===== src/rtl/bamr_defines.svh =====
`ifndef BAMR_DEFINES_SVH
`define BAMR_DEFINES_SVH

// ----------------------------------------------------------------------
// Slave address and command codes
// ----------------------------------------------------------------------
`define BAMR_SLAVE_ADDR      7'h0B
`define BAMR_CMD_CAP_THR     8'h01
`define BAMR_CMD_TIME_THR    8'h02
`define BAMR_CMD_MODE        8'h03
`define BAMR_CHARGER_ADDR    7'h09
`define BAMR_HOST_ADDR       7'h08

// ----------------------------------------------------------------------
// Mode word fields
// ----------------------------------------------------------------------
`define BAMR_MODE_RELEARN    7
`define BAMR_MODE_CC_EN      8
`define BAMR_MODE_PRIMARY    9
`define BAMR_MODE_ALARM_OFF  13
`define BAMR_MODE_CHG_OFF    14
`define BAMR_MODE_CAP_UNITS  15
`define BAMR_MODE_WR_MASK    16'hFC00

// ----------------------------------------------------------------------
// Alarm status bits and fixed values
// ----------------------------------------------------------------------
`define BAMR_STAT_CAP_ALARM  16'h0200
`define BAMR_STAT_TIME_ALARM 16'h0100
`define BAMR_ZERO16          16'h0000
`define BAMR_RELEARN_COUNT   5'h14

// ----------------------------------------------------------------------
// Timing
// ----------------------------------------------------------------------
`define BAMR_CLK_HZ          10000000
`define BAMR_SUPPRESS_MS     59500
`define BAMR_BCAST_MS        10000
`define BAMR_REFRESH_MS      1000
`define BAMR_MS_CYCLES       (`BAMR_CLK_HZ / 1000)

`endif


===== src/rtl/bamr_pkg.sv =====
package bamr_pkg;

  // Word access from the bus engine.
  typedef struct packed {
    logic       wr;
    logic       rd;
    logic [7:0] cmd;
    logic [15:0] data;
  } bamr_req_t;

  // Outgoing write-word broadcast.
  typedef struct packed {
    logic [6:0]  addr;
    logic [7:0]  cmd;
    logic [15:0] data;
  } bamr_bcast_t;

  typedef enum logic [1:0] {
    BAMR_IDLE,
    BAMR_TO_HOST,
    BAMR_TO_CHG
  } bamr_bst_t;

endpackage : bamr_pkg


===== src/rtl/bamr_ms_tick.sv =====
`timescale 1ns/1ns
`include "bamr_defines.svh"

// Millisecond enable pulse from the 10 MHz clock.
module bamr_ms_tick (
  // Clock and reset
  input  wire logic ref_clk_in,
  input  wire logic sys_rst_in,
  // Tick
  output logic      ms_tick_out
);

  logic [13:0] cnt_r;
  wire         wrap = (cnt_r == 14'(`BAMR_MS_CYCLES - 1));

  always_ff @(posedge ref_clk_in) begin
    if (sys_rst_in) begin
      cnt_r       <= 14'h0000;
      ms_tick_out <= 1'b0;
    end else begin
      cnt_r       <= wrap ? 14'h0000 : cnt_r + 14'h0001;
      ms_tick_out <= wrap;
    end
  end

endmodule : bamr_ms_tick


===== src/rtl/bamr_ms_timer.sv =====
`timescale 1ns/1ns

// Millisecond down counter; restart loads the count, done pulses at zero.
module bamr_ms_timer (
  // Clock and reset
  input  wire logic        ref_clk_in,
  input  wire logic        sys_rst_in,
  // Control
  input  wire logic        ms_tick_in,
  input  wire logic        restart_in,
  input  wire logic [16:0] load_in,
  // Status
  output logic             busy_out,
  output logic             done_out
);

  logic [16:0] cnt_r;
  wire         last = ms_tick_in && (cnt_r == 17'h00001);

  always_ff @(posedge ref_clk_in) begin
    if (sys_rst_in) begin
      cnt_r    <= 17'h00000;
      done_out <= 1'b0;
    end else begin
      done_out <= last && !restart_in;
      if (restart_in)
        cnt_r <= load_in;
      else if (ms_tick_in && cnt_r != 17'h00000)
        cnt_r <= cnt_r - 17'h00001;
    end
  end

  assign busy_out = (cnt_r != 17'h00000);

endmodule : bamr_ms_timer


===== src/rtl/bamr_regs.sv =====
`timescale 1ns/1ns
`include "bamr_defines.svh"

module bamr_regs (
  // Clock and reset
  input  wire logic                 ref_clk_in,
  input  wire logic                 sys_rst_in,
  // Word access from the bus engine, with slave_addr_in matched here against our address
  input  wire logic [6:0]           slave_addr_in,
  input  wire bamr_pkg::bamr_req_t  req_in,
  output logic [15:0]               rd_data_out,
  output logic                      rd_valid_out,
  // Nonvolatile defaults
  input  wire logic [15:0]          nv_time_thr_in,
  input  wire logic [15:0]          nv_cap_thr_in,
  // Gauge inputs
  input  wire logic [15:0]          remaining_capacity_value_in,
  input  wire logic [15:0]          average_time_to_empty_a_in,
  input  wire logic                 calc_update_in,
  input  wire logic                 cycle_count_inc_in,
  input  wire logic                 full_capacity_update_in,
  input  wire logic                 learn_done_in,
  input  wire logic                 sleep_entry_in,
  input  wire logic [15:0]          charging_current_request_in,
  input  wire logic [15:0]          charging_voltage_request_in,
  input  wire logic                 charge_req_due_in,
  // Broadcast engine
  input  wire logic                 bcast_ready_in,
  output logic                      bcast_valid_out,
  output bamr_pkg::bamr_bcast_t     bcast_out,
  // Mode outputs
  output logic                      cap_units_out,
  output logic                      unit_refresh_out,
  output logic                      charge_bcast_en_out
);

  // --------------------------------------------------------------------
  // Decode
  // --------------------------------------------------------------------
  wire addr_ok = (slave_addr_in == `BAMR_SLAVE_ADDR);
  wire wr_cap  = addr_ok && req_in.wr && req_in.cmd == `BAMR_CMD_CAP_THR;
  wire wr_time = addr_ok && req_in.wr && req_in.cmd == `BAMR_CMD_TIME_THR;
  wire wr_mode = addr_ok && req_in.wr && req_in.cmd == `BAMR_CMD_MODE;

  logic [15:0] cap_thr_r;
  logic [15:0] time_thr_r;
  logic        relearn_r;
  logic        alarm_off_r;
  logic        chg_off_r;
  logic        units_r;
  logic        init_r;
  logic [4:0]  cyc_cnt_r;
  logic        cap_alarm_r;
  logic        time_alarm_r;
  logic        ms_tick;
  logic        sup_busy;
  logic        sup_done;
  logic        gap_busy;
  logic        ref_done;
  logic        ref_busy;

  wire [15:0] mode_word = {units_r, chg_off_r, alarm_off_r, 3'b000,
                           2'b00, relearn_r, 7'h00};

  // --------------------------------------------------------------------
  // Threshold registers
  // --------------------------------------------------------------------
  always_ff @(posedge ref_clk_in) begin
    if (sys_rst_in) begin
      init_r     <= 1'b1;
      cap_thr_r  <= `BAMR_ZERO16;
      time_thr_r <= `BAMR_ZERO16;
    end else begin
      init_r <= 1'b0;
      if (init_r) begin
        cap_thr_r  <= nv_cap_thr_in;
        time_thr_r <= nv_time_thr_in;
      end else begin
        if (wr_cap)
          cap_thr_r <= req_in.data;
        if (wr_time)
          time_thr_r <= req_in.data;
      end
    end
  end

  // --------------------------------------------------------------------
  // Mode word
  // --------------------------------------------------------------------
  wire relearn_due = cycle_count_inc_in &&
                     (cyc_cnt_r == `BAMR_RELEARN_COUNT - 5'h01);

  always_ff @(posedge ref_clk_in) begin
    if (sys_rst_in) begin
      relearn_r   <= 1'b1;
      alarm_off_r <= 1'b0;
      chg_off_r   <= 1'b0;
      units_r     <= 1'b0;
      cyc_cnt_r   <= 5'h00;
    end else begin
      if (full_capacity_update_in)
        cyc_cnt_r <= 5'h00;
      else if (cycle_count_inc_in && !relearn_due)
        cyc_cnt_r <= cyc_cnt_r + 5'h01;
      else if (relearn_due)
        cyc_cnt_r <= 5'h00;
      if (relearn_due)
        relearn_r <= 1'b1;
      else if (learn_done_in)
        relearn_r <= 1'b0;
      if (sleep_entry_in) begin
        alarm_off_r <= 1'b0;
        chg_off_r   <= 1'b0;
        units_r     <= 1'b0;
      end else if (wr_mode) begin
        alarm_off_r <= req_in.data[`BAMR_MODE_ALARM_OFF];
        chg_off_r   <= req_in.data[`BAMR_MODE_CHG_OFF];
        units_r     <= req_in.data[`BAMR_MODE_CAP_UNITS];
      end else if (sup_done) begin
        alarm_off_r <= 1'b0;
      end
    end
  end

  // --------------------------------------------------------------------
  // Timers
  // --------------------------------------------------------------------
  bamr_ms_tick u_tick (
    .ref_clk_in  (ref_clk_in),
    .sys_rst_in  (sys_rst_in),
    .ms_tick_out (ms_tick)
  );

  // Midpoint of the 59 to 60 second window.
  bamr_ms_timer u_suppress (
    .ref_clk_in (ref_clk_in),
    .sys_rst_in (sys_rst_in),
    .ms_tick_in (ms_tick),
    .restart_in (wr_mode),
    .load_in    (17'(`BAMR_SUPPRESS_MS)),
    .busy_out   (sup_busy),
    .done_out   (sup_done)
  );

  wire bcast_fire = bcast_valid_out && bcast_ready_in;
  wire alarm_sent = bcast_fire && bcast_out.cmd == 8'h16 &&
                    bcast_out.addr == `BAMR_CHARGER_ADDR;

  bamr_ms_timer u_gap (
    .ref_clk_in (ref_clk_in),
    .sys_rst_in (sys_rst_in),
    .ms_tick_in (ms_tick),
    .restart_in (alarm_sent),
    .load_in    (17'(`BAMR_BCAST_MS)),
    .busy_out   (gap_busy),
    .done_out   ()
  );

  wire units_chg = wr_mode && (req_in.data[`BAMR_MODE_CAP_UNITS] != units_r);

  bamr_ms_timer u_refresh (
    .ref_clk_in (ref_clk_in),
    .sys_rst_in (sys_rst_in),
    .ms_tick_in (ms_tick),
    .restart_in (units_chg),
    .load_in    (17'(`BAMR_REFRESH_MS)),
    .busy_out   (ref_busy),
    .done_out   (ref_done)
  );

  // --------------------------------------------------------------------
  // Alarm comparison
  // --------------------------------------------------------------------
  wire reeval  = calc_update_in || wr_cap || wr_time;
  wire cap_lo  = (cap_thr_r != `BAMR_ZERO16) &&
                 (remaining_capacity_value_in < cap_thr_r);
  wire time_lo = (time_thr_r != `BAMR_ZERO16) &&
                 (average_time_to_empty_a_in < time_thr_r);

  always_ff @(posedge ref_clk_in) begin
    if (sys_rst_in) begin
      cap_alarm_r  <= 1'b0;
      time_alarm_r <= 1'b0;
    end else if (reeval) begin
      cap_alarm_r  <= cap_lo;
      time_alarm_r <= time_lo;
    end
  end

  // --------------------------------------------------------------------
  // Broadcast sequencer
  // --------------------------------------------------------------------
  wire [15:0] alarm_word = (cap_alarm_r ? `BAMR_STAT_CAP_ALARM : 16'h0000) |
                           (time_alarm_r ? `BAMR_STAT_TIME_ALARM : 16'h0000);
  wire alarm_go = (cap_alarm_r || time_alarm_r) && !alarm_off_r &&
                  !sup_busy && !gap_busy;
  wire chg_go   = charge_req_due_in && !chg_off_r;

  bamr_pkg::bamr_bst_t bst_r;
  logic                chg_phase_r;

  always_ff @(posedge ref_clk_in) begin
    if (sys_rst_in) begin
      bst_r           <= bamr_pkg::BAMR_IDLE;
      bcast_valid_out <= 1'b0;
      bcast_out       <= '0;
      chg_phase_r     <= 1'b0;
    end else begin
      case (bst_r)
        bamr_pkg::BAMR_IDLE: begin
          if (alarm_go) begin
            bcast_out       <= '{`BAMR_HOST_ADDR, 8'h16, alarm_word};
            bcast_valid_out <= 1'b1;
            bst_r           <= bamr_pkg::BAMR_TO_HOST;
          end else if (chg_go) begin
            bcast_out       <= '{`BAMR_CHARGER_ADDR, 8'h14,
                                 charging_current_request_in};
            bcast_valid_out <= 1'b1;
            chg_phase_r     <= 1'b1;
            bst_r           <= bamr_pkg::BAMR_TO_CHG;
          end
        end
        bamr_pkg::BAMR_TO_HOST: begin
          if (bcast_fire) begin
            bcast_out.addr <= `BAMR_CHARGER_ADDR;
            bst_r          <= bamr_pkg::BAMR_TO_CHG;
          end
        end
        bamr_pkg::BAMR_TO_CHG: begin
          if (bcast_fire) begin
            if (chg_phase_r) begin
              bcast_out.cmd  <= 8'h15;
              bcast_out.data <= charging_voltage_request_in;
              chg_phase_r    <= 1'b0;
            end else begin
              bcast_valid_out <= 1'b0;
              bst_r           <= bamr_pkg::BAMR_IDLE;
            end
          end
        end
        default: begin
          bcast_valid_out <= 1'b0;
          bst_r           <= bamr_pkg::BAMR_IDLE;
        end
      endcase
    end
  end

  // --------------------------------------------------------------------
  // Read port and mode outputs
  // --------------------------------------------------------------------
  wire [15:0] rd_mux = (req_in.cmd == `BAMR_CMD_CAP_THR)  ? cap_thr_r  :
                       (req_in.cmd == `BAMR_CMD_TIME_THR) ? time_thr_r :
                       (req_in.cmd == `BAMR_CMD_MODE)     ? mode_word  :
                       `BAMR_ZERO16;

  always_ff @(posedge ref_clk_in) begin
    if (sys_rst_in) begin
      rd_data_out         <= `BAMR_ZERO16;
      rd_valid_out        <= 1'b0;
      cap_units_out       <= 1'b0;
      unit_refresh_out    <= 1'b0;
      charge_bcast_en_out <= 1'b1;
    end else begin
      rd_valid_out        <= addr_ok && req_in.rd;
      if (addr_ok && req_in.rd)
        rd_data_out <= rd_mux;
      cap_units_out       <= units_r;
      unit_refresh_out    <= ref_done && !ref_busy;
      charge_bcast_en_out <= !chg_off_r;
    end
  end

endmodule : bamr_regs


===== config.mk =====
export PLATFORM = sky130hd
export DESIGN_NAME = bamr_regs
export DESIGN_NICKNAME = d
export VERILOG_FILES = /design/src/rtl/bamr_pkg.sv /design/src/rtl/bamr_ms_tick.sv /design/src/rtl/bamr_ms_timer.sv /design/src/rtl/bamr_regs.sv
export VERILOG_INCLUDE_DIRS = /design/src /design/src/rtl
export SDC_FILE = /design/constraint.sdc
export NUM_CORES = 1
export LEC_CHECK = 0
export BUFFER_PORTS_ARGS = -buffer_cell sky130_fd_sc_hd__buf_2
export CAP_MARGIN = 15
export CORE_MARGIN = 2
export CORE_UTILIZATION = 31
export CTS_CLUSTER_DIAMETER = 40
export DETAILED_ROUTE_END_ITERATION = 8
export HOLD_SLACK_MARGIN = 0.1
export SLEW_MARGIN = 40
export SYNTH_ARGS = -nofsm -noshare
export SYNTH_HDL_FRONTEND = slang
export SYNTH_SLANG_ARGS = --single-unit
export TNS_END_PERCENT = 10

===== constraint.sdc =====
create_clock -name ref_clk_in -period 2.8 [get_ports ref_clk_in]
set_input_delay 0.14 -clock ref_clk_in [delete_from_list [all_inputs] [get_ports ref_clk_in]]
set_output_delay 0.14 -clock ref_clk_in [all_outputs]
set_load 0.1 [all_outputs]

==> results of run 1 <==
[power breakdown]
| group | switching (mW) | leakage, nW | internal (mW) | total (mW) |
|---|---|---|---|---|
| Clock | 0.978 | 0.283 | 1.37 | 2.35 |
| Sequential | 0.112 | 1.28 | 2.35 | 2.46 |
| Combinational | 0.985 | 2.95 | 0.435 | 1.42 |
[what timing repair did]
item / CTS / global route
endpoints found under the setup margin: 0 / 16
resized for setup: 0 / 2
hold endpoints to repair: 55 / 0
hold buffers: 87 / 0
[critical path, stage by stage, from the launching register on]
cell and delay (ns):
dfxtp_1 0.33, inv_1 0.10, ha_1 0.15, or4b_2 0.61, nor4_2 0.31, buf_4 0.17, and4_1 0.30, buf_4 0.25
o31ai_1 0.09, a21oi_1 0.14
[layer usage]
layer,vias up,global-route usage,part of all wire
met4,0,0.06034,0.024
li1,3960,-,-
met1,3767,0.2364,0.47
met2,237,0.2780,0.45
met5,-,0,0
met3,45,0.03289,0.049
[final timing paths]
kind | from | endpoint | depth (start not counted) | slack [ns]
max | u_gap.cnt_r[0] | bcast_out[6] | 9 | 0.28
min | nv_time_thr_in[7] | time_thr_r[7] | 3 | 0.11
max reg2reg | u_gap.cnt_r[0] | bcast_out[6] | 9 | 0.28
min reg2reg | rd_data_out[13] | rd_data_out[13] | 2 | 0.45
[logic make-up after synthesis]
logic type / after synthesis / share of synthesized area
compound gates: 223 / 0.1885
other cells: 1 / 0.0004593
flops: 157 / 0.3849
fa+ha+maj: 40 / 0.06129
simple gates: 329 / 0.2064
buf+inv: 113 / 0.05976
xor+xnor: 47 / 0.05041
mux: 39 / 0.04827
[area by class of cell]
type | instances | area [um2]
multi-input combinational | 687 | 4586
clock inverter | 12 | 136.4
inverter | 46 | 172.7
clock buffer | 20 | 456.7
tap | 335 | 419.2
sequential | 157 | 3144
timing repair buffer | 290 | 1947
antenna | 3 | 7.507
fill | 2562 | 15120
[placed cells by master, fill, tap and decap left out, types with 4 or more instances in the layout]
master | Yosys | routed
or2_2 | 8 | 7
and2_1 | 4 | 4
conb_1 | 1 | 9
or3_1 | 9 | 9
o311ai_0 | 4 | 4
o211ai_1 | 4 | 4
a41oi_1 | 5 | 5
mux2i_1 | 36 | 36
and3_1 | 9 | 9
nand4_1 | 15 | 15
clkbuf_16 | 0 | 17
xor2_1 | 26 | 26
dlygate4sd3_1 | 0 | 87
o21ai_0 | 26 | 26
nor2_1 | 121 | 121
buf_2 | 5 | 179
a2111oi_0 | 11 | 10
o21a_1 | 6 | 6
a22o_1 | 4 | 4
xnor2_1 | 21 | 21
nor2b_1 | 9 | 9
nor4b_1 | 5 | 4
nor3_1 | 40 | 40
nor4_1 | 16 | 15
a211oi_1 | 45 | 44
nand3_1 | 28 | 28
a22oi_1 | 14 | 14
dfxtp_1 | 157 | 156
or4_1 | 4 | 4
ha_1 | 40 | 40
inv_1 | 45 | 44
a221oi_1 | 13 | 13
a31oi_1 | 9 | 9
buf_4 | 11 | 24
a21oi_1 | 49 | 49
o31ai_1 | 19 | 19
or3_2 | 7 | 7
nand2_1 | 29 | 29
[flip-flops by register name, indices dropped and copies added (netlist names), 2 cells and up]
name              cells
cyc_cnt_r             5
u_suppress.cnt_r     17
u_tick.cnt_r         14
u_refresh.cnt_r      17
time_thr_r           16
cap_thr_r            16
bcast_out            21
rd_data_out          16
bst_r                 2
u_gap.cnt_r          17
==> reports/qor.txt, run 1 <==
Slew HR - 0.4753
Die area - 0.02765 mm2
Worst-path clk slew - 0.07 ns
RSZ-0062 raised after global routing - false
Vias - 8009
Initial Utilization - 0.3142
Primary FF master, synth - dfxtp_1
NumNets Final - 1377
Maxcap violations - 0
DP HPWL - 17180 um
CTS root buf - clkbuf_16
Seq cells post-synth - 157
Clk_lat worst skew - 0.43 ns
First-pass GRT wire length - 39770 um
Final instance area - 0.01087 mm2
GPL Wtd Cong - 0.8409
Post-synth EDFFs - 0
Power per cell area - 573.0 mW/mm2
H-tree Lvls - 4
Setup-failing EPs final - 0
Dominant cell by count in the synthesized netlist - dfxtp_1
Total iterations of the first detailed-routing run - 5
CTS Sinks - 157
Setup Slack @ Placement - 0.2118 ns
Core Box Area - 0.02598 mm2
Mapped cell area - 0.008165 mm2
Top cell type's share of synthesized area - 0.3849
Layout cell share with drive strength beyond 1 - 0.2211
Initial antenna violation count - 3
Num ports - 190
Synth area leader - dfxtp_1
Wire per inst - 15.81 um
Area after DPL - 0.009388 mm2
Row count - 59
Final core occ - 0.4183
Sequential share of the synthesized area - 0.3849
Antenna viol nets, final - 0
Outcome - finished clean
Least-Margin Pin Slew - 0.7842 ns
Arrival time at the worst endpoint - 2.88 ns
Pwr Total - 6.228 mW
CP Max Fanout - 14
Synth cell types - 64
Final setup margin - 0.2772 ns
Pins Over Slew Limit - 0
CTS Buf Count - 17
Chip width - 166.3 um
VDD IR max - 0.4228 mV
CTS max path bufs - 2
Dpl cells - 1428
Yosys warning total - 0
Die span in y - 166.3 um
Port bufs - 180
Fraction of registers with async set/reset - 0
Drt total wl - 24510 um
F_max - 0.3964 GHz
Cell count after synthesis - 949
Setup TNS - 0 ns
Synth top area cells - dfxtp_1 (38%), ha_1 (6.1%), nor2_1 (5.6%)
Total GRT Usage - 0.1742
Worst hold-check path type - input pin to flop
Iteration-0 DRC Markers - 410
DRC - 0
Critical Path RT - 3.15 ns
Grt ovf - 0
Static leakage - 4.511 nW
Area delta synth->final - 33.11%
Synthesized area per cell - 8.604 um2
Minimum clock period - 2.523 ns
Largest net degree at the start of global routing - 52
Post-route clock period utilization - 0.9010
Post-synth top cells - dfxtp_1 (157), nor2_1 (121), a21oi_1 (49), clkbuf_1 (46)
Vias in the first global route - 7805
Post-CTS Setup Bufs - 0
Cell Count, Final, Fillers Out - 1550
Final Hold Vio Count - 0
CP endpoint kind - flop
CTS tree - built
Final clock skew - 0.01072 ns
Vias per inst - 5.167
Startpoint Class - flop
Final hold slack - 0.1089 ns
WS Path Type - flop to flop
Note: power is estimated with default switching activity, not from simulation.
==> inputs of run 2 (changes only) <==
- ABC_AREA: unset -> 1
- CAP_MARGIN: 15 -> 0
- SYNTH_HIERARCHICAL: unset -> 1
==> reports/qor.txt, run 2 <==
Final Hold Vio Count - 0
Core Box Area - 0.03075 mm2
Clock share of power - 0.360
Most common cell after layout, fill and taps aside - nand2_1
Setup Slack @ Placement - 0.3153 ns
Worst R2R Start - u_suppress/cnt_r[0]
Post-route clock period utilization - 0.9221
Comb pwr share - 0.265
First-pass GRT wire length - 47010 um
Power per cell area - 528.2 mW/mm2
Vias per inst - 4.646
CP endpoint kind - flop
Arrival time at the worst endpoint - 2.90 ns
Critical path cell sequence - inv_1, ha_1, nand2_2, nor2_4, nand3_4, nor3_4, nand2_4, nand3_1, nand2_1, dlygate4sd3_1, nand2_1, a21oi_2
CTS Buf Count - 17
Hold path endpoint - cap_thr_r[13]
Initial Utilization - 0.3172
Chip width - 181.4 um
Synthesized area per cell - 6.667 um2
Min-Delay Path Depth - 5
Total GRT Usage - 0.1747
H-tree Lvls - 4
Layout cell share with drive strength beyond 1 - 0.1869
Hold Crit Start - nv_cap_thr_in[13]
Worst-path clk slew - 0.08 ns
GPL Wtd Cong - 0.8616
Max reg flops - 21
Die span in y - 181.4 um
Area delta synth->final - 26.94%
Dpl cells - 2054
Cell repeated most along the worst path - nand2_1
Initial antenna violation count - 1
F_max - 0.3873 GHz
Vias - 9994
Net switching share of the total power - 0.3856
CTS root buf - clkbuf_16
Row count - 64
Yosys warning total - 6
VDD IR max - 0.4115 mV
Number of antenna diodes - 0
Crit. Startpoint - u_suppress/cnt_r[0]
Iteration-0 DRC Markers - 637
FF-to-FF End - bcast_out[3]
Wire per inst - 13.43 um
Post-CTS Setup Bufs - 0
Least-Margin Pin Slew - 0.6963 ns
Largest net degree at the start of global routing - 49
Minimum clock period - 2.582 ns
NumNets Final - 1917
Commonest non-fill, non-tap cells in the layout - nand2_1 (343), nor2_1 (205), buf_2 (179), inv_1 (177), dfxtp_1 (157)
Switching power - 2.521 mW
Static leakage - 5.899 nW
Delay of the slowest critical-path stage - 0.56 ns
Pins Over Slew Limit - 0
Outcome - finished clean
Reg2reg path depth - 12
R2R setup slack - 0.22 ns
Setup TNS - 0 ns
Setup-failing EPs final - 0
RSZ-0062 raised after global routing - false
Cell count after synthesis - 1463
Mapped cell area - 0.009753 mm2
Sequential power share - 0.375
Antenna viol nets, final - 0
CTS Sinks - 157
Vias in the first global route - 9386
Startpoint Class - flop
CP Max Fanout - 18
DRC - 0
Grt ovf - 0
Cell Count, Final, Fillers Out - 2151
Maxcap violations - 0
Die area - 0.03290 mm2
Biggest register - bcast_out
Num ports - 190
Clk_lat worst skew - 0.44 ns
CTS max path bufs - 2
Total iterations of the first detailed-routing run - 6
Slew HR - 0.5353
Final hold slack - 0.1100 ns
CTS tree - built
CP max stage cell - dlygate4sd3_1
Critical Path RT - 3.12 ns
Port bufs - 180
PostCTS Resize Cnt - 0
DP HPWL - 21440 um
Int Pwr - 4.018 mW
WS Path Type - flop to flop
Worst hold-check path type - input pin to flop
Final setup margin - 0.2181 ns
Final clock skew - 0.01690 ns
Drt total wl - 28890 um
==> run 2: worst max-delay path by stage <==
stage                          end  slack, ns  depth (start not counted)
CTS                   bcast_out[0]       0.21                         12
finish                bcast_out[3]       0.22                         12
global placement      bcast_out[3]       0.38                         13
floorplan           u_gap/cnt_r[0]       0.35                          7
global route          bcast_out[3]      0.007                         12
detailed placement    bcast_out[4]       0.32                         13
==> run 2: stage by stage <==
step / power [mW] / area [um2] / utilization
4_1_cts: 6.599 / 12380 / 0.4026
3_5_place_dp: 4.131 / 11130 / 0.3621
5_1_grt: 6.850 / 12380 / 0.4026
3_3_place_gp: 4.117 / 11130 / 0.3621
6_report: 6.539 / 12380 / 0.4026
2_1_floorplan: 3.804 / 9971 / -
==> run 2: cell type report <==
cell class                      instances  area [um2]
Fill cell                            3203       18370
Clock inverter                         15       171.4
Sequential cell                       157        3143
Multi-Input combinational cell       1125        5793
Inverter                              188       725.7
Clock buffer                           17       425.4
Tap cell                              396       495.5
Timing Repair Buffer                  253        1627
==> run 2: power groups by stage <==
stage | Clock (mW) | Sequential (mW) | Combinational (mW)
finish | 2.36 | 2.45 | 1.73
global placement | 0 | 2.50 | 1.62
global route | 2.52 | 2.47 | 1.87
CTS | 2.42 | 2.45 | 1.73
floorplan | 0 | 3.08 | 0.727
detailed placement | 0 | 2.50 | 1.63
==> run 2: repair_timing <==
action                     CTS  global route
setup endpoints to repair    0             3
hold buffers                65             0
hold endpoints to repair    45             0
==> run 2: worst max-delay path, delay by kind of cell (launching register included) <==
family                   cells  cell delay, ns
AND/OR/NAND/NOR              8            1.19
buffers and inverters        2            0.64
flip-flops                   1            0.33
adder cells (fa/ha/maj)      1            0.23
AO/OA/AOI/OAI                1            0.06
==> run 2: layer usage <==
layer  global-route usage  vias to the layer above  wire length, um  share of wire
li1                     -                     5192                -              -
met3              0.03229                       28             1402          0.049
met1               0.2238                     4507            13460           0.47
met5                    0                        -               13        0.00045
met2               0.3044                      265            13600           0.47
met4              0.03967                        2              418          0.014
